$ cat src/lsm_defs.svh
/*
  register offsets, field positions, reset values and counts
  for the scrambler status and management channel registers.
  assumes inclusion by lsm_regs only.
*/
`ifndef LSM_DEFS_SVH
`define LSM_DEFS_SVH

// ****************************************
// register offsets
// ****************************************
`define LSM_OFF_RX_SCR    8'h18
`define LSM_OFF_CM_CFG    8'h1C
`define LSM_OFF_CM_STAT   8'h20
`define LSM_OFF_IRQ_STAT  8'h28
`define LSM_OFF_IRQ_MASK  8'h2C

// ****************************************
// field positions
// ****************************************
`define LSM_SCR_ACTIVE    31
`define LSM_CFG_HDLC_AUTO 12
`define LSM_CFG_HDLC_FILT 11
`define LSM_CFG_HDLC_LSB  8
`define LSM_CFG_ETH_AUTO  7
`define LSM_CFG_ETH_FILT  6
`define LSM_STAT_HDLC_VAL 11
`define LSM_STAT_ETH_VAL  6
`define LSM_IRQ_SCR       0
`define LSM_IRQ_HDLC      1
`define LSM_IRQ_ETH       2

// ****************************************
// reset values and encodings
// ****************************************
`define LSM_RST_HDLC_TX   3'h6
`define LSM_RST_ETH_TX    6'h14
`define LSM_ETH_PTR_MIN   6'h14
`define LSM_ETH_PTR_MAX   6'h3F
`define LSM_PV_PLAIN      8'h01
`define LSM_PV_SCRAMBLED  8'h02

// ****************************************
// timing counts
// ****************************************
`define LSM_FILTER_HF     5

`endif

$ cat src/lsm_pkg.sv
/*
  types shared by the management channel register block.
  assumes nothing of its surroundings.
*/
package lsm_pkg;
  typedef enum logic [2:0] {
    LSM_F_IDLE  = 3'b001,
    LSM_F_TRACK = 3'b010,
    LSM_F_LOCK  = 3'b100
  } lsm_filt_state_t;
endpackage : lsm_pkg

$ cat src/lsm_value_filter.sv
/*
  consecutive-hyperframe filter for one received control field.
  assumes one sample strobe per hyperframe, same clock.
*/
`timescale 1ns/1ps
`default_nettype none
module lsm_value_filter import lsm_pkg::*; #(
  parameter int W     = 3,
  parameter int DEPTH = 5
) (
  // clock and reset
  input  wire logic         clock_i,
  input  wire logic         rst_n_i,
  // sample side
  input  wire logic         sample_i,
  input  wire logic [W-1:0] value_i,
  input  wire logic         in_range_i,
  input  wire logic         filter_en_i,
  // accepted side
  output logic              acc_valid_o,
  output logic [W-1:0]      acc_value_o,
  output logic              acc_new_o
);
  localparam int CW = $clog2(DEPTH + 1);
  localparam logic [CW-1:0] FULL = CW'(DEPTH);

  lsm_filt_state_t state, next_state;
  logic [W-1:0]    last, next_last;
  logic [CW-1:0]   cnt, next_cnt;
  logic            next_valid, next_new;
  logic [W-1:0]    next_value;

  always_comb begin
    next_state = state;
    next_last  = last;
    next_cnt   = cnt;
    next_valid = acc_valid_o;
    next_value = acc_value_o;
    next_new   = 1'b0;
    if (sample_i) begin
      if (!in_range_i) begin
        next_state = LSM_F_IDLE;
        next_cnt   = '0;
      end else begin
        unique case (state)
          LSM_F_IDLE: begin
            next_state = LSM_F_TRACK;
            next_last  = value_i;
            next_cnt   = CW'(1);
          end
          LSM_F_TRACK, LSM_F_LOCK: begin
            if (value_i != last) begin
              next_state = LSM_F_TRACK;
              next_last  = value_i;
              next_cnt   = CW'(1);
            end else if (cnt != FULL) begin
              next_cnt = cnt + CW'(1);
            end
          end
        endcase
        if (!filter_en_i || next_cnt == FULL) begin
          next_state = LSM_F_LOCK;
          if (!acc_valid_o || acc_value_o != value_i) begin
            next_valid = 1'b1;
            next_value = value_i;
            next_new   = 1'b1;
          end
        end
      end
    end
  end

  always_ff @(posedge clock_i or negedge rst_n_i) begin
    if (!rst_n_i) begin
      state       <= LSM_F_IDLE;
      last        <= '0;
      cnt         <= '0;
      acc_valid_o <= 1'b0;
      acc_value_o <= '0;
      acc_new_o   <= 1'b0;
    end else begin
      state       <= next_state;
      last        <= next_last;
      cnt         <= next_cnt;
      acc_valid_o <= next_valid;
      acc_value_o <= next_value;
      acc_new_o   <= next_new;
    end
  end
endmodule : lsm_value_filter
`default_nettype wire

$ cat src/lsm_descrambler.sv
/*
  parallel descrambler, 31-bit lfsr 1 + x^28 + x^31.
  assumes load at each hyperframe start, same clock.
*/
`timescale 1ns/1ps
`default_nettype none
module lsm_descrambler #(
  parameter int W = 32
) (
  // clock and reset
  input  wire logic         clock_i,
  input  wire logic         rst_n_i,
  // control
  input  wire logic         load_i,
  input  wire logic [30:0]  seed_i,
  input  wire logic         enable_i,
  // data
  input  wire logic         valid_i,
  input  wire logic [W-1:0] data_i,
  output logic              valid_o,
  output logic [W-1:0]      data_o
);
  logic [30:0]  lfsr, next_lfsr;
  logic [W-1:0] ks, next_data;
  logic [30:0]  s;

  // one feedback step per data bit, msb first
  always_comb begin
    s = load_i ? seed_i : lfsr;
    ks = '0;
    for (int i = W - 1; i >= 0; i--) begin
      ks[i] = s[30] ^ s[27];
      s     = {s[29:0], ks[i]};
    end
    next_lfsr = lfsr;
    if (load_i) begin
      next_lfsr = seed_i;
    end
    if (valid_i) begin
      next_lfsr = s;
    end
    next_data = enable_i ? (data_i ^ ks) : data_i;
  end

  always_ff @(posedge clock_i or negedge rst_n_i) begin
    if (!rst_n_i) begin
      lfsr    <= '0;
      valid_o <= 1'b0;
      data_o  <= '0;
    end else begin
      lfsr    <= next_lfsr;
      valid_o <= valid_i;
      data_o  <= next_data;
    end
  end
endmodule : lsm_descrambler
`default_nettype wire

$ cat src/lsm_regs.sv
/*
  receive scrambler status and management channel registers,
  with received-value filters, descrambler and interrupt.
  assumes link receive inputs on clock_i, one hf start pulse
  per hyperframe carrying that hyperframe's control bytes.
*/
// The plain strobed port is this design's own decision.
// Contract
// - bit 31 shows incoming scrambling, reset 0
// - scrambling decided by received protocol version
// - received seed read-only, used to descramble
// - hdlc rate autoneg enable, reset 1
// - no negotiation support: autoneg bits read 0
// - hdlc rate filter enable, writable, reset 1
// - hdlc transmit rate 110 into Z.66.0
// - ethernet pointer autoneg enable, reset 1
// - ethernet pointer filter enable, writable, reset 1
// - ethernet transmit pointer 20 into Z.194.0
// - hdlc accepted valid flag, reset 0
// - accepted hdlc rate from Z.66.0
// - ethernet accepted valid flag, reset 0
// - ethernet pointer valid only 0x14 to 0x3F
// - version 1 plain, 2 scrambled
`include "lsm_defs.svh"
`timescale 1ns/1ps
`default_nettype none
module lsm_regs import lsm_pkg::*; #(
  parameter bit AUTONEG_SUPPORT = 1'b1,
  parameter int DATA_W          = 32,
  parameter int FILTER_HF       = `LSM_FILTER_HF
) (
  // clock and reset
  input  wire logic              clock_i,
  input  wire logic              arst_n_i,
  // register port
  input  wire logic [7:0]        reg_addr_i,
  input  wire logic [31:0]       reg_wdata_i,
  input  wire logic              reg_wr_i,
  input  wire logic              reg_rd_i,
  output logic      [31:0]       reg_rdata_o,
  // link receive side
  input  wire logic              rx_hf_start_i,
  input  wire logic [7:0]        rx_prot_ver_i,
  input  wire logic              rx_prot_ver_valid_i,
  input  wire logic [30:0]       rx_seed_i,
  input  wire logic              rx_seed_valid_i,
  input  wire logic [7:0]        rx_hdlc_byte_i,
  input  wire logic [7:0]        rx_eth_byte_i,
  input  wire logic              rx_data_valid_i,
  input  wire logic [DATA_W-1:0] rx_data_i,
  // descrambled data
  output logic                   rx_descr_valid_o,
  output logic [DATA_W-1:0]      rx_descr_data_o,
  // link transmit control bytes
  output logic [7:0]             tx_hdlc_byte_o,
  output logic [7:0]             tx_eth_byte_o,
  // interrupt
  output logic                   irq_o
);
  // ****************************************
  // reset release
  // ****************************************
  logic rst_meta, rst_n;

  always_ff @(posedge clock_i or negedge arst_n_i) begin
    if (!arst_n_i) begin
      rst_meta <= 1'b0;
      rst_n    <= 1'b0;
    end else begin
      rst_meta <= 1'b1;
      rst_n    <= rst_meta;
    end
  end

  // ****************************************
  // state
  // ****************************************
  logic        scr_active, next_scr_active;
  logic [30:0] scr_seed, next_scr_seed;
  logic        hdlc_rate_autoneg_en, next_hdlc_auto;
  logic        hdlc_rate_filter_en, next_hdlc_filt;
  logic [2:0]  hdlc_rate_transmit, next_hdlc_tx;
  logic        eth_pointer_autoneg_en, next_eth_auto;
  logic        eth_pointer_filter_en, next_eth_filt;
  logic [5:0]  eth_pointer_transmit, next_eth_tx;
  logic [2:0]  irq_status, next_irq_status;
  logic [2:0]  irq_mask, next_irq_mask;
  logic [31:0] next_rdata;
  logic        next_irq;
  logic [7:0]  next_tx_hdlc, next_tx_eth;

  logic        hdlc_rate_accepted_valid;
  logic [2:0]  hdlc_rate_accepted;
  logic        hdlc_new;
  logic        eth_pointer_accepted_valid;
  logic [5:0]  eth_pointer_accepted;
  logic        eth_new;
  logic        eth_in_range;
  logic        cfg_wr;

  assign eth_in_range = (rx_eth_byte_i[5:0] >= `LSM_ETH_PTR_MIN) &&
                        (rx_eth_byte_i[7:6] == 2'h0);
  assign cfg_wr = reg_wr_i && (reg_addr_i == `LSM_OFF_CM_CFG);

  // ****************************************
  // received value filters
  // ****************************************
  lsm_value_filter #(
    .W     (3),
    .DEPTH (FILTER_HF)
  ) u_hdlc_filter (
    .clock_i     (clock_i),
    .rst_n_i     (rst_n),
    .sample_i    (rx_hf_start_i),
    .value_i     (rx_hdlc_byte_i[2:0]),
    .in_range_i  (rx_hdlc_byte_i[7:3] == 5'h00),
    .filter_en_i (hdlc_rate_filter_en),
    .acc_valid_o (hdlc_rate_accepted_valid),
    .acc_value_o (hdlc_rate_accepted),
    .acc_new_o   (hdlc_new)
  );

  lsm_value_filter #(
    .W     (6),
    .DEPTH (FILTER_HF)
  ) u_eth_filter (
    .clock_i     (clock_i),
    .rst_n_i     (rst_n),
    .sample_i    (rx_hf_start_i),
    .value_i     (rx_eth_byte_i[5:0]),
    .in_range_i  (eth_in_range),
    .filter_en_i (eth_pointer_filter_en),
    .acc_valid_o (eth_pointer_accepted_valid),
    .acc_value_o (eth_pointer_accepted),
    .acc_new_o   (eth_new)
  );

  // ****************************************
  // descrambler
  // ****************************************
  // incoming data descrambled with received seed
  lsm_descrambler #(
    .W (DATA_W)
  ) u_descr (
    .clock_i  (clock_i),
    .rst_n_i  (rst_n),
    .load_i   (rx_hf_start_i),
    .seed_i   (rx_seed_valid_i ? rx_seed_i : scr_seed),
    .enable_i (scr_active),
    .valid_i  (rx_data_valid_i),
    .data_i   (rx_data_i),
    .valid_o  (rx_descr_valid_o),
    .data_o   (rx_descr_data_o)
  );

  // ****************************************
  // next state
  // ****************************************
  always_comb begin
    next_scr_active = scr_active;
    next_scr_seed   = scr_seed;
    if (rx_prot_ver_valid_i && rx_prot_ver_i == `LSM_PV_SCRAMBLED) begin
      next_scr_active = 1'b1;
    end else if (rx_prot_ver_valid_i && rx_prot_ver_i == `LSM_PV_PLAIN) begin
      next_scr_active = 1'b0;
    end
    if (rx_seed_valid_i) begin
      next_scr_seed = rx_seed_i;
    end

    next_hdlc_auto = hdlc_rate_autoneg_en;
    next_hdlc_filt = hdlc_rate_filter_en;
    next_hdlc_tx   = hdlc_rate_transmit;
    next_eth_auto  = eth_pointer_autoneg_en;
    next_eth_filt  = eth_pointer_filter_en;
    next_eth_tx    = eth_pointer_transmit;
    next_irq_mask  = irq_mask;
    if (cfg_wr) begin
      next_hdlc_auto = AUTONEG_SUPPORT & reg_wdata_i[`LSM_CFG_HDLC_AUTO];
      next_eth_auto  = AUTONEG_SUPPORT & reg_wdata_i[`LSM_CFG_ETH_AUTO];
      next_hdlc_filt = reg_wdata_i[`LSM_CFG_HDLC_FILT];
      next_eth_filt  = reg_wdata_i[`LSM_CFG_ETH_FILT];
      next_hdlc_tx   = reg_wdata_i[`LSM_CFG_HDLC_LSB +: 3];
      next_eth_tx    = reg_wdata_i[5:0];
    end
    // negotiated value overrides a same-cycle software write
    if (hdlc_new && hdlc_rate_autoneg_en) begin
      next_hdlc_tx = hdlc_rate_accepted;
    end
    if (eth_new && eth_pointer_autoneg_en) begin
      next_eth_tx = eth_pointer_accepted;
    end
    if (reg_wr_i && reg_addr_i == `LSM_OFF_IRQ_MASK) begin
      next_irq_mask = reg_wdata_i[2:0];
    end

    // write one clears, a new event wins over the clear
    next_irq_status = irq_status;
    if (reg_wr_i && reg_addr_i == `LSM_OFF_IRQ_STAT) begin
      next_irq_status = irq_status & ~reg_wdata_i[2:0];
    end
    next_irq_status[`LSM_IRQ_SCR]  = next_irq_status[`LSM_IRQ_SCR] |
                                     (next_scr_active != scr_active);
    next_irq_status[`LSM_IRQ_HDLC] = next_irq_status[`LSM_IRQ_HDLC] | hdlc_new;
    next_irq_status[`LSM_IRQ_ETH]  = next_irq_status[`LSM_IRQ_ETH] | eth_new;
    next_irq = |(next_irq_status & next_irq_mask);

    next_tx_hdlc = {5'h00, next_hdlc_tx};
    next_tx_eth  = {2'h0, next_eth_tx};

    next_rdata = '0;
    if (reg_rd_i) begin
      unique case (reg_addr_i)
        `LSM_OFF_RX_SCR:   next_rdata = {scr_active, scr_seed};
        `LSM_OFF_CM_CFG:   next_rdata = {19'h0, hdlc_rate_autoneg_en,
                                         hdlc_rate_filter_en, hdlc_rate_transmit,
                                         eth_pointer_autoneg_en,
                                         eth_pointer_filter_en, eth_pointer_transmit};
        `LSM_OFF_CM_STAT:  next_rdata = {20'h0, hdlc_rate_accepted_valid,
                                         hdlc_rate_accepted, 1'b0,
                                         eth_pointer_accepted_valid,
                                         eth_pointer_accepted};
        `LSM_OFF_IRQ_STAT: next_rdata = {29'h0, irq_status};
        `LSM_OFF_IRQ_MASK: next_rdata = {29'h0, irq_mask};
        default:           next_rdata = '0;
      endcase
    end
  end

  // ****************************************
  // registers
  // ****************************************
  always_ff @(posedge clock_i or negedge rst_n) begin
    if (!rst_n) begin
      scr_active             <= 1'b0;
      scr_seed               <= '0;
      hdlc_rate_autoneg_en   <= AUTONEG_SUPPORT;
      hdlc_rate_filter_en    <= 1'b1;
      hdlc_rate_transmit     <= `LSM_RST_HDLC_TX;
      eth_pointer_autoneg_en <= AUTONEG_SUPPORT;
      eth_pointer_filter_en  <= 1'b1;
      eth_pointer_transmit   <= `LSM_RST_ETH_TX;
      irq_status             <= '0;
      irq_mask               <= '0;
      reg_rdata_o            <= '0;
      irq_o                  <= 1'b0;
      tx_hdlc_byte_o         <= {5'h00, `LSM_RST_HDLC_TX};
      tx_eth_byte_o          <= {2'h0, `LSM_RST_ETH_TX};
    end else begin
      scr_active             <= next_scr_active;
      scr_seed               <= next_scr_seed;
      hdlc_rate_autoneg_en   <= next_hdlc_auto;
      hdlc_rate_filter_en    <= next_hdlc_filt;
      hdlc_rate_transmit     <= next_hdlc_tx;
      eth_pointer_autoneg_en <= next_eth_auto;
      eth_pointer_filter_en  <= next_eth_filt;
      eth_pointer_transmit   <= next_eth_tx;
      irq_status             <= next_irq_status;
      irq_mask               <= next_irq_mask;
      reg_rdata_o            <= next_rdata;
      irq_o                  <= next_irq;
      tx_hdlc_byte_o         <= next_tx_hdlc;
      tx_eth_byte_o          <= next_tx_eth;
    end
  end
endmodule : lsm_regs
`default_nettype wire

$ cat config.mk
export PLATFORM = sky130hd
export DESIGN_NAME = lsm_regs
export DESIGN_NICKNAME = d
export VERILOG_FILES = /design/src/lsm_pkg.sv /design/src/lsm_value_filter.sv /design/src/lsm_descrambler.sv /design/src/lsm_regs.sv
export VERILOG_INCLUDE_DIRS = /design/src
export SDC_FILE = /design/constraint.sdc
export NUM_CORES = 1
export LEC_CHECK = 0
export BUFFER_PORTS_ARGS = -buffer_cell sky130_fd_sc_hd__buf_2
export CORE_UTILIZATION = 57
export CTS_CLUSTER_SIZE = 25
export DETAILED_ROUTE_END_ITERATION = 8
export PLACE_DENSITY = 0.93
export SETUP_SLACK_MARGIN = 0.2
export SYNTH_ARGS = -nofsm -noshare
export SYNTH_HDL_FRONTEND = slang
export SYNTH_SLANG_ARGS = --single-unit
$ cat constraint.sdc
create_clock -name clock_i -period 14.05 [get_ports clock_i]
set_input_delay 3.5125 -clock clock_i [delete_from_list [all_inputs] [get_ports clock_i]]
set_output_delay 3.5125 -clock clock_i [all_outputs]
set_load 0.005 [all_outputs]
==> out/results.ini, run 1 <==
[synth]
synth_most_common_cell = dfrtp_1
ys_ff_latch = 184
synthTopCellsByArea = dfrtp_1 (52%), mux2_2 (7.0%), xnor2_1 (4.9%)
ys_top_cells_by_count = dfrtp_1 (174), nand2_1 (96), o21ai_0 (54), mux2_2 (52), xnor2_1 (47)
synthCells = 693
syn_area_sq_um = 8320
avgSynthCellArea_sq_um = 12.0
ys_types = 60
async_reset_ff_share_pct = 100
ys_warn_count = 0
yosysSeqAreaShare_pct = 55.5
synth_edf_count = 0
ys.flop_type = dfrtp_1
yosys.area.top_type = dfrtp_1
synth_top_area_share_pct = 52.3

[run_status]
status = complete, no violations

[drt]
via_count = 5970
routedWlPerCell_um = 17.7
drc = 0
post_drt_via_cell_ratio = 5.58
firstDrtPassIters = 5
drt-initial-drc-count = 389
wl_mm = 19.0
antenna_left = 0

[power]
p_total_mw = 1.33
p_leak_nw = 4.66
peakVddDrop_uv = 100
seq_power_share_pct = 47.5
swShare_pct = 29.7
internal-power_uw = 932
power_frac_comb_pct = 16.8
p_switching_uw = 394
power.density_nw_per_um2 = 133
power.share.clock_pct = 35.7

[worst_setup_path]
startpoint = rx_hf_start_i
cp-end-kind = register
rrSetupSlack_ps = 11790
endpoint = u_eth_filter.last[0]
crit_chain = buf_2 > buf_4 > inv_1 > nor4_1 > mux2_2
r2r_end = u_eth_filter.acc_value_o[4]
worstRegToRegCells = 7
critical_path.max_stage_delay_ps = 850
cp-start-kind = input port
crit_arrival_ps = 6250
critPathRequiredTime_ps = 14370
r2r-start = u_eth_filter.cnt[0]
setup.worst_path.class = in -> reg
slowest_stage = nor4_1
cp_max_fo = 27

[timing]
rsz0062_at_grt = no
setup_viol = 0
slew_viol_final = 0
period_needed_ps = 5930
finalWorstSetupSlack_ps = 8120
tightestPinTransition_ps = 1050
fin_setup_tns_ps = 0
slew_headroom_pct = 30.0
fin_crit_sh_pct = 42.2
skew_ps = 9.88
hold_viol = 0
fmax_mhz = 169

[global_route]
track_usage_pct = 26.5
gr-total-overflow = 0
antenna_found_initial = 1
first_global_vias = 6007
grt_max_degree = 87
grt_pass1_wl_mm = 29.6

[clock_network]
cts_sinks = 184
ctsRootBufferMaster = clkbuf_16
cts_max_level = 4
cts_setup_buffers = 0
cts_buffers = 17
cts_tree = yes
clk_latency_ps = 430
cts_hold_buf = 0
cts.path.max_buffers = 2
cts_resized = 0
clk_pin_slew_ps = 70

[place]
portBuffers = 190
place_congestion = 0.885
dp_cells = 1037
dpl.hpwl_mm = 13.3
post-place-ws_ps = 7710

[floorplanning]
initial_core_util_pct = 59.3
die_x_um = 123
ios = 217
die-area_sq_um = 15100
num_rows = 43
core_area_sq_um = 14000
dieHeight_um = 123

[final_layout]
area_growth_pct = 19.8
drive_gt1_share_pct = 36.2
final_nets = 1015
instances_no_fill = 1070

[hold_path]
worstHoldPathType = reg -> async

[flow_run]
drv_cap = 0

==> critical path: cells and delay by family <==
family	cells	cell delay (ps)
buffers and inverters	3	1410
muxes	1	420
and+or+nand+nor	1	850
==> metrics by stage <==
| stage | hold slack [ps] | instance area (sq um) | utilization, % |
|---|---|---|---|
| after floorplan | 331 | 8340 | - |
| after global placement | 228 | 9360 | 66.6 |
| after detailed placement | 235 | 9360 | 66.6 |
| after CTS | 240 | 9960 | 71.0 |
| after global routing | 256 | 9970 | 71.0 |
| final | 225 | 9970 | 71.0 |
==> cells in the final DEF (no fill, tap or decap), types with 10 or more instances in the layout <==
master,netlist,routed
buf_2,3,190
dfrtp_1,174,173
nand2_1,96,96
o21ai_0,54,54
mux2_2,52,52
xnor2_1,47,47
xor2_1,35,35
mux2i_1,27,27
nor2_1,23,23
and3_1,19,19
clkbuf_16,0,17
mux2i_2,11,11
a21oi_1,10,10
dfstp_2,10,10
==> cells by family after synthesis <==
family	synth area share, %
flops	55.5
simple gates	10.7
mux	14.3
compound gates	7.37
xor+xnor	8.63
buf+inv	2.89
fa+ha+maj	0.602
other cells	0.0903
==> metal layers <==
layer	part of all wire [%]	GRT usage, %	vias up
met3	5.8	5.39	31
met4	2.2	11.5	0
met2	51	43.9	229
li1	-	-	2766
met5	0	0	-
met1	41	33.6	2944
==> power groups by stage <==
stage | Sequential (mW) | Clock [mW] | Combinational (mW)
floorplan | 0.636 | 0 | 0.152
global placement | 0.634 | 0 | 0.210
detailed placement | 0.639 | 0 | 0.220
CTS | 0.629 | 0.482 | 0.223
global route | 0.636 | 0.503 | 0.249
finish | 0.629 | 0.474 | 0.223
==> area by class of cell <==
class | count | area, sq um
flip-flops and latches | 184 | 4620
multi-input cells | 471 | 3490
well taps | 180 | 225
fillers | 973 | 4080
inverters | 6 | 22.5
diodes | 1 | 2.50
clock inverters | 15 | 179
clock buffers | 17 | 425
repair buffers | 196 | 996
==> flip-flops by register name (all words and copies together) (netlist names), 3 cells and up <==
name                       flops
reg_rdata_o                   32
u_descr.data_o                32
scr_seed                      31
u_descr.lfsr                  31
eth_pointer_transmit           6
u_eth_filter.acc_value_o       6
u_eth_filter.last              6
irq_mask                       3
irq_status                     3
tx_hdlc_byte_o                 3
u_eth_filter.cnt               3
u_eth_filter.state             3
u_hdlc_filter.acc_value_o      3
u_hdlc_filter.cnt              3
u_hdlc_filter.last             3
u_hdlc_filter.state            3
==> worst min-delay path by stage <==
| stage | end | slack, ps | depth (start not counted) |
|---|---|---|---|
| final | u_hdlc_filter.acc_value_o[1] | 230 | 0 |
| after global routing | u_eth_filter.cnt[1] | 260 | 0 |
| after CTS | u_eth_filter.cnt[1] | 240 | 0 |
| after detailed placement | u_hdlc_filter.cnt[0] | 230 | 0 |
| after global placement | u_hdlc_filter.cnt[0] | 230 | 0 |
| after floorplan | rst_n | 330 | 0 |
No activity file was read; power rests on OpenSTA's default activity.
==> run 2: changes to the inputs <==
--- a/config.mk
+++ b/config.mk
@@ -7,10 +7,10 @@
 export NUM_CORES = 1
 export LEC_CHECK = 0
 export BUFFER_PORTS_ARGS = -buffer_cell sky130_fd_sc_hd__buf_2
-export CORE_UTILIZATION = 57
+export CORE_UTILIZATION = 48
 export CTS_CLUSTER_SIZE = 25
 export DETAILED_ROUTE_END_ITERATION = 8
-export PLACE_DENSITY = 0.93
+export PLACE_DENSITY = 0.84
 export SETUP_SLACK_MARGIN = 0.2
 export SYNTH_ARGS = -nofsm -noshare
 export SYNTH_HDL_FRONTEND = slang
==> constraint.sdc (replaced) <==
create_clock -name clock_i -period 4.83 [get_ports clock_i]
set_input_delay 1.2075 -clock clock_i [delete_from_list [all_inputs] [get_ports clock_i]]
set_output_delay 1.2075 -clock clock_i [all_outputs]
set_load 0.005 [all_outputs]
==> run 2 against run 1 <==
Compared with the run above:
- final cell count grew 3.6%
- die area grew 18%
- via count shrank 2.8%
- largest cell class unchanged
- non-clock buffer count shrank 1
- cell area grew 0.58%
- sequential share of layout area shrank 0.27 points
- setup slack lost 6400 ps
- hold slack gained 130 ps
- critical path type unchanged
- combinational power grew to 2.9 times the previous value
==> out/results.ini, run 2 (synthesized netlist as in run 1, its figures left out) <==
[run_status]
status = complete, no violations

[drt]
via_count = 5801
drc = 0
firstDrtPassIters = 5
antenna_left = 0
wl_met2_mm = 9.26
post_drt_via_cell_ratio = 5.24
routedWlPerCell_um = 16.8
top_layer = met4
dr_wl_met3_um = 981
wl_mm = 18.6
drt-initial-drc-count = 377
wirelength_met1_mm = 8.14

[floorplanning]
initial_core_util_pct = 49.6
num_rows = 47
ios = 217
die-area_sq_um = 17900
dieHeight_um = 134
die_x_um = 134
core_area_sq_um = 16800

[worst_setup_path]
crit_arrival_ps = 3370
cp-start-kind = input port
setup.worst_path.class = in -> reg
cp-end-kind = register
critPathRequiredTime_ps = 5120
r2r-start = u_eth_filter.cnt[0]
cp_max_fo = 14
startpoint = reg_addr_i[1]

[timing]
fmax_mhz = 325
slew_headroom_pct = 33.2
hold_viol = 0
tightestPinTransition_ps = 1000
slew_viol_final = 0
period_needed_ps = 3080
fin_setup_tns_ps = 0
rsz0062_at_grt = no
setup_viol = 0
skew_ps = 15.1
fin_crit_sh_pct = 63.7

[clock_network]
cts_hold_buf = 0
cts_buffers = 17
cts_resized = 0
clk_latency_ps = 430
cts_max_level = 4
clk_pin_slew_ps = 70
cts.path.max_buffers = 2
cts_tree = yes
cts_sinks = 184
ctsRootBufferMaster = clkbuf_16
cts_setup_buffers = 0

[global_route]
antenna_found_initial = 0
track_usage_pct = 21.5
gr-total-overflow = 0
grt_max_degree = 183
first_global_vias = 5795
grt_pass1_wl_mm = 29.6

[hold_path]
min_from = rst_meta
worstHoldPathType = reg -> reg

[power]
seq_power_share_pct = 47.5
power_frac_comb_pct = 16.6
power.share.clock_pct = 35.9
internal-power_mw = 2.71
power.density_nw_per_um2 = 383
swShare_pct = 29.3
p_leak_nw = 4.67
peakVddDrop_uv = 237
p_total_mw = 3.84
p_switching_mw = 1.12

[final_layout]
area_growth_pct = 20.5
diodes = 0
final_nets = 1014
n_fill_cell = 1347
top_regs = reg_rdata_o: 32 flops, u_descr.data_o: 32 flops
drive_gt1_share_pct = 36.1
multiInputGateArea_sq_um = 3490
mostFrequentLayoutCell = buf_2
final_cell_mix = buf_2 (190), dfrtp_1 (173), nand2_1 (96), o21ai_0 (54), mux2_2 (52)
seq_area_sq_um = 4620

[flow_run]
drv_cap = 0

[place]
place_congestion = 0.833
portBuffers = 190
dpl.hpwl_mm = 13.2

[run 2: through the flow]
step	hold WS (ps)	std cells	utilization [%]	worst slack, ps	cell area (sq um)
after detailed placement	344	1076	56.2	1320	9430
after CTS	358	1108	59.8	1760	10000
final	354	1108	59.8	1750	10000
after global routing	383	1108	59.8	1540	10000
after global placement	342	1076	56.2	1360	9430
after floorplan	331	699	-	1800	8340
[run 2: power groups by stage]
| stage | sequential, mW | clock [mW] | combinational, mW |
|---|---|---|---|
| after floorplan | 1.85 | 0 | 0.443 |
| after global placement | 1.84 | 0 | 0.618 |
| after detailed placement | 1.85 | 0 | 0.637 |
| after CTS | 1.82 | 1.41 | 0.642 |
| after global routing | 1.84 | 1.47 | 0.708 |
| final | 1.82 | 1.38 | 0.636 |
[run 2: per-layer routing]
metal	global-route usage, %	vias to the layer above
met4	6.50	0
met3	4.76	14
met1	28.3	2847
met5	0	-
li1	-	2750
met2	35.5	190
[run 2: cell type report]
type                       count  area share (%)
tap                          220            2.75
sequential                   184            46.1
timing repair buffer         195            10.1
multi-input combinational    471            34.9
clock buffer                  17            4.24
inverter                       6           0.225
clock inverter                15            1.71
[run 2: worst paths after layout]
kind | to | slack [ps] | depth (start not counted)
setup / recovery | eth_pointer_transmit[5] | 1750 | 7
hold / removal | rst_n | 350 | 0
setup reg to reg | u_eth_filter.acc_value_o[5] | 2560 | 7
hold reg to reg | rst_n | 350 | 0
max in group asynchronous | u_descr.data_o[7] | 3580 | 1
min in group asynchronous | u_hdlc_filter.last[1] | 480 | 1
[run 2: worst max-delay path, stage by stage]
cell      delay (ps)
buf_2            110
nor3b_2          250
nand2_1          160
and4bb_2         580
nand2_1          570
mux2i_1          360
o21ai_0          110
==> run 3: changes to the inputs <==
--- a/config.mk
+++ b/config.mk
@@ -6,11 +6,12 @@
 export SDC_FILE = /design/constraint.sdc
 export NUM_CORES = 1
 export LEC_CHECK = 0
+export ABC_AREA = 1
 export BUFFER_PORTS_ARGS = -buffer_cell sky130_fd_sc_hd__buf_2
-export CORE_UTILIZATION = 48
+export CORE_UTILIZATION = 54
 export CTS_CLUSTER_SIZE = 25
 export DETAILED_ROUTE_END_ITERATION = 8
-export PLACE_DENSITY = 0.84
+export PLACE_DENSITY = 0.89
 export SETUP_SLACK_MARGIN = 0.2
 export SYNTH_ARGS = -nofsm -noshare
 export SYNTH_HDL_FRONTEND = slang
==> constraint.sdc (replaced) <==
create_clock -name clock_i -period 2.85 [get_ports clock_i]
set_input_delay 0.7125 -clock clock_i [delete_from_list [all_inputs] [get_ports clock_i]]
set_output_delay 0.7125 -clock clock_i [all_outputs]
set_load 0.005 [all_outputs]
==> run 3 against run 2 <==
Compared with the run above:
- utilization up 7.5 points
- routed wire length up 13%
- register-to-register slack worse by 1600 ps
- total power up 78%
- hold slack worse by 300 ps
- clock skew down 1.5 ps
- die area down 7.6%
- clock power up 73%
- first-iteration DRC count up 75%
- sequential share of layout area down 1.6 points
- critical path depth up 4
==> out/results.ini, run 3 <==
[run_status]
status = complete, no violations

[synth]
synth_top_area_share_pct = 50.4
muxShareOfSynthArea_pct = 0.522
synth_edf_count = 0
ys_top_cells_by_count = nand2_1 (310), dfrtp_1 (174), inv_1 (107), o21ai_0 (63), nor2_1 (61)
synthTopCellsByArea = dfrtp_1 (50%), nand2_1 (13%), inv_1 (4.7%)
synth_fa_ha_area_share_pct = 0.579
ys_warn_count = 0
avgSynthCellArea_sq_um = 8.66
synth-simple-area-share_pct = 20.8
async_reset_ff_share_pct = 100
syn_area_sq_um = 8640
synth_most_common_cell = nand2_1
ys_ff_latch = 184
ys_types = 44
yosysSeqAreaShare_pct = 53.5
yosys.area_share.xor_xnor_pct = 5.66
ys.flop_type = dfrtp_1
synthCells = 997
synth_top_family_by_area = simple AND/OR/NAND/NOR gates
yosys.area.top_type = dfrtp_1
synth_compound_area_share_pct = 11.3

[global_route]
grt_max_degree = 102
grt-busiest-layer = met2
use_met2_pct = 45.6
antenna_found_initial = 1
first_global_vias = 7150
track_usage_pct = 26.9
met3_usage_pct = 6.53
grt_pass1_wl_mm = 33.9
gr-total-overflow = 0
grt_use_met1_pct = 33.3

[clock_network]
cts_setup_buffers = 0
cts_max_level = 4
cts_sinks = 184
cts_resized = 0
cts_buffers = 17
cts_tree = yes
clk_pin_slew_ps = 70
ctsRootBufferMaster = clkbuf_16
cts.path.max_buffers = 2
clk_latency_ps = 440
cts_hold_buf = 0

[place]
portBuffers = 190
dpl.hpwl_mm = 15.0
place_congestion = 0.903
dpl-instance-area_sq_um = 9760

[final_layout]
seq_area_sq_um = 4620
final_nets = 1325
final_cell_mix = nand2_1 (310), buf_2 (190), dfrtp_1 (173), inv_1 (107), o21ai_0 (63)
design_area_sq_um = 10400
mostFrequentLayoutCell = nand2_1
top_regs = reg_rdata_o: 32 flops, u_descr.data_o: 32 flops
drive_gt1_share_pct = 24.1
area_growth_pct = 20.2
multiInputGateArea_sq_um = 3390
n_fill_cell = 1230

[timing]
setup_viol = 0
slew_viol_final = 0
rsz0062_at_grt = no
fin_crit_sh_pct = 71.2
tightestPinTransition_ps = 1010
fin_setup_tns_ps = 0
fmax_mhz = 492
slew_headroom_pct = 32.7
skew_ps = 13.7
hold_viol = 0
period_needed_ps = 2030

[drt]
routedWlPerCell_um = 14.9
wl_mm = 21.0
drt-initial-drc-count = 658
firstDrtPassIters = 5
drc = 0
antenna_left = 0
via_count = 7454
post_drt_via_cell_ratio = 5.28

[worst_setup_path]
crit_buf_inv = 3
crit_chain = buf_2 > inv_1 > nand2_1 > nand2_1 > a21oi_1 > nand2_1 > nor2_1 > buf_4 > nand2_1 > nand2_1 > o21ai_0
startpoint = rx_eth_byte_i[3]
cpMostUsedCell = nand2_1
crit_arrival_ps = 2320
critPathRequiredTime_ps = 3140
cp-end-kind = register
setup.worst_path.class = in -> reg
r2r-start = u_eth_filter.cnt[1]
crit_family = simple AND/OR/NAND/NOR gates
critical_path.max_stage_delay_ps = 260
cp_max_fo = 13
slowest_stage = nand2_1
cp-start-kind = input port

[floorplanning]
core_area_sq_um = 15400
die_x_um = 128
ios = 217
num_rows = 45
initial_core_util_pct = 56.0
die-area_sq_um = 16500
dieHeight_um = 128

[hold_path]
worstHoldPathType = in -> async

[power]
power.density_nw_per_um2 = 658
p_leak_nw = 5.48
peakVddDrop_uv = 504

[flow_run]
drv_cap = 0

[run 3: kinds of logic (layout without fill, tap and decap cells)]
kind of cell	count (synthesis)	in the layout
and+or+nand+nor	441	441
DFF	184	184
AOI/OAI and AO/OA	158	158
buffers and inverters	149	345
xor gates and xnor gates	55	55
adders and majority gates	4	4
muxes	4	4
other	2	9
[run 3: metal layers]
layer | part of all wire, % | vias up | wire [um]
met2 | 50 | 311 | 10400
met3 | 6.7 | 53 | 1400
met4 | 2.8 | 0 | 595
met1 | 41 | 3571 | 8590
met5 | 0 | - | 0
li1 | - | 3519 | -
[run 3: worst reg2reg max path, cell delays in order, from the launching register on]
cell and delay, ps:
dfrtp_1 400, inv_1 80, ha_1 170, nand2_1 90, o21ai_0 230, nand4_1 200, nand2_2 180, nand3_1 210
nand2_1 110, nand2_1 60
[run 3: per-stage QoR]
| step | worst slack [ps] | hold WS, ps | power, mW | std cells | utilization [%] |
|---|---|---|---|---|---|
| finish | 819 | 50.9 | 6.83 | 1411 | 67.3 |
| global route | 619 | 43.8 | 7.16 | 1411 | 67.3 |
| CTS | 847 | 43.0 | 6.85 | 1410 | 67.3 |
| detailed placement | 419 | 337 | 4.45 | 1378 | 63.2 |
| global placement | 493 | 334 | 4.40 | 1378 | 63.2 |
| floorplan | 966 | 331 | 3.98 | 1003 | - |
[run 3: final timing paths]
check	to	slack [ps]	cells past startpoint
setup / recovery	u_eth_filter.last[2]	820	11
hold / removal	rst_meta	50	1
setup reg to reg	u_eth_filter.acc_value_o[4]	1010	9
hold reg to reg	rst_n	350	0
max in group asynchronous	scr_seed[7]	1560	1
min in group clock_i	rst_n	350	0
[run 3: area by class of cell]
class	instances	share of cell area [%]
tap	211	2.54
inverter	112	4.05
clock inverter	15	1.89
sequential	184	44.5
multi-input combinational	670	32.7
clock buffer	17	4.10
timing repair buffer	201	10.2
antenna	1	0.0241
[run 3: power by group]
part | total (mW) | switching (mW) | leakage [nW] | internal, mW
combinational | 1.30 | 0.769 | 2.91 | 0.526
clock | 2.39 | 1.19 | 0.300 | 1.21
sequential | 3.14 | 0.170 | 2.27 | 2.97
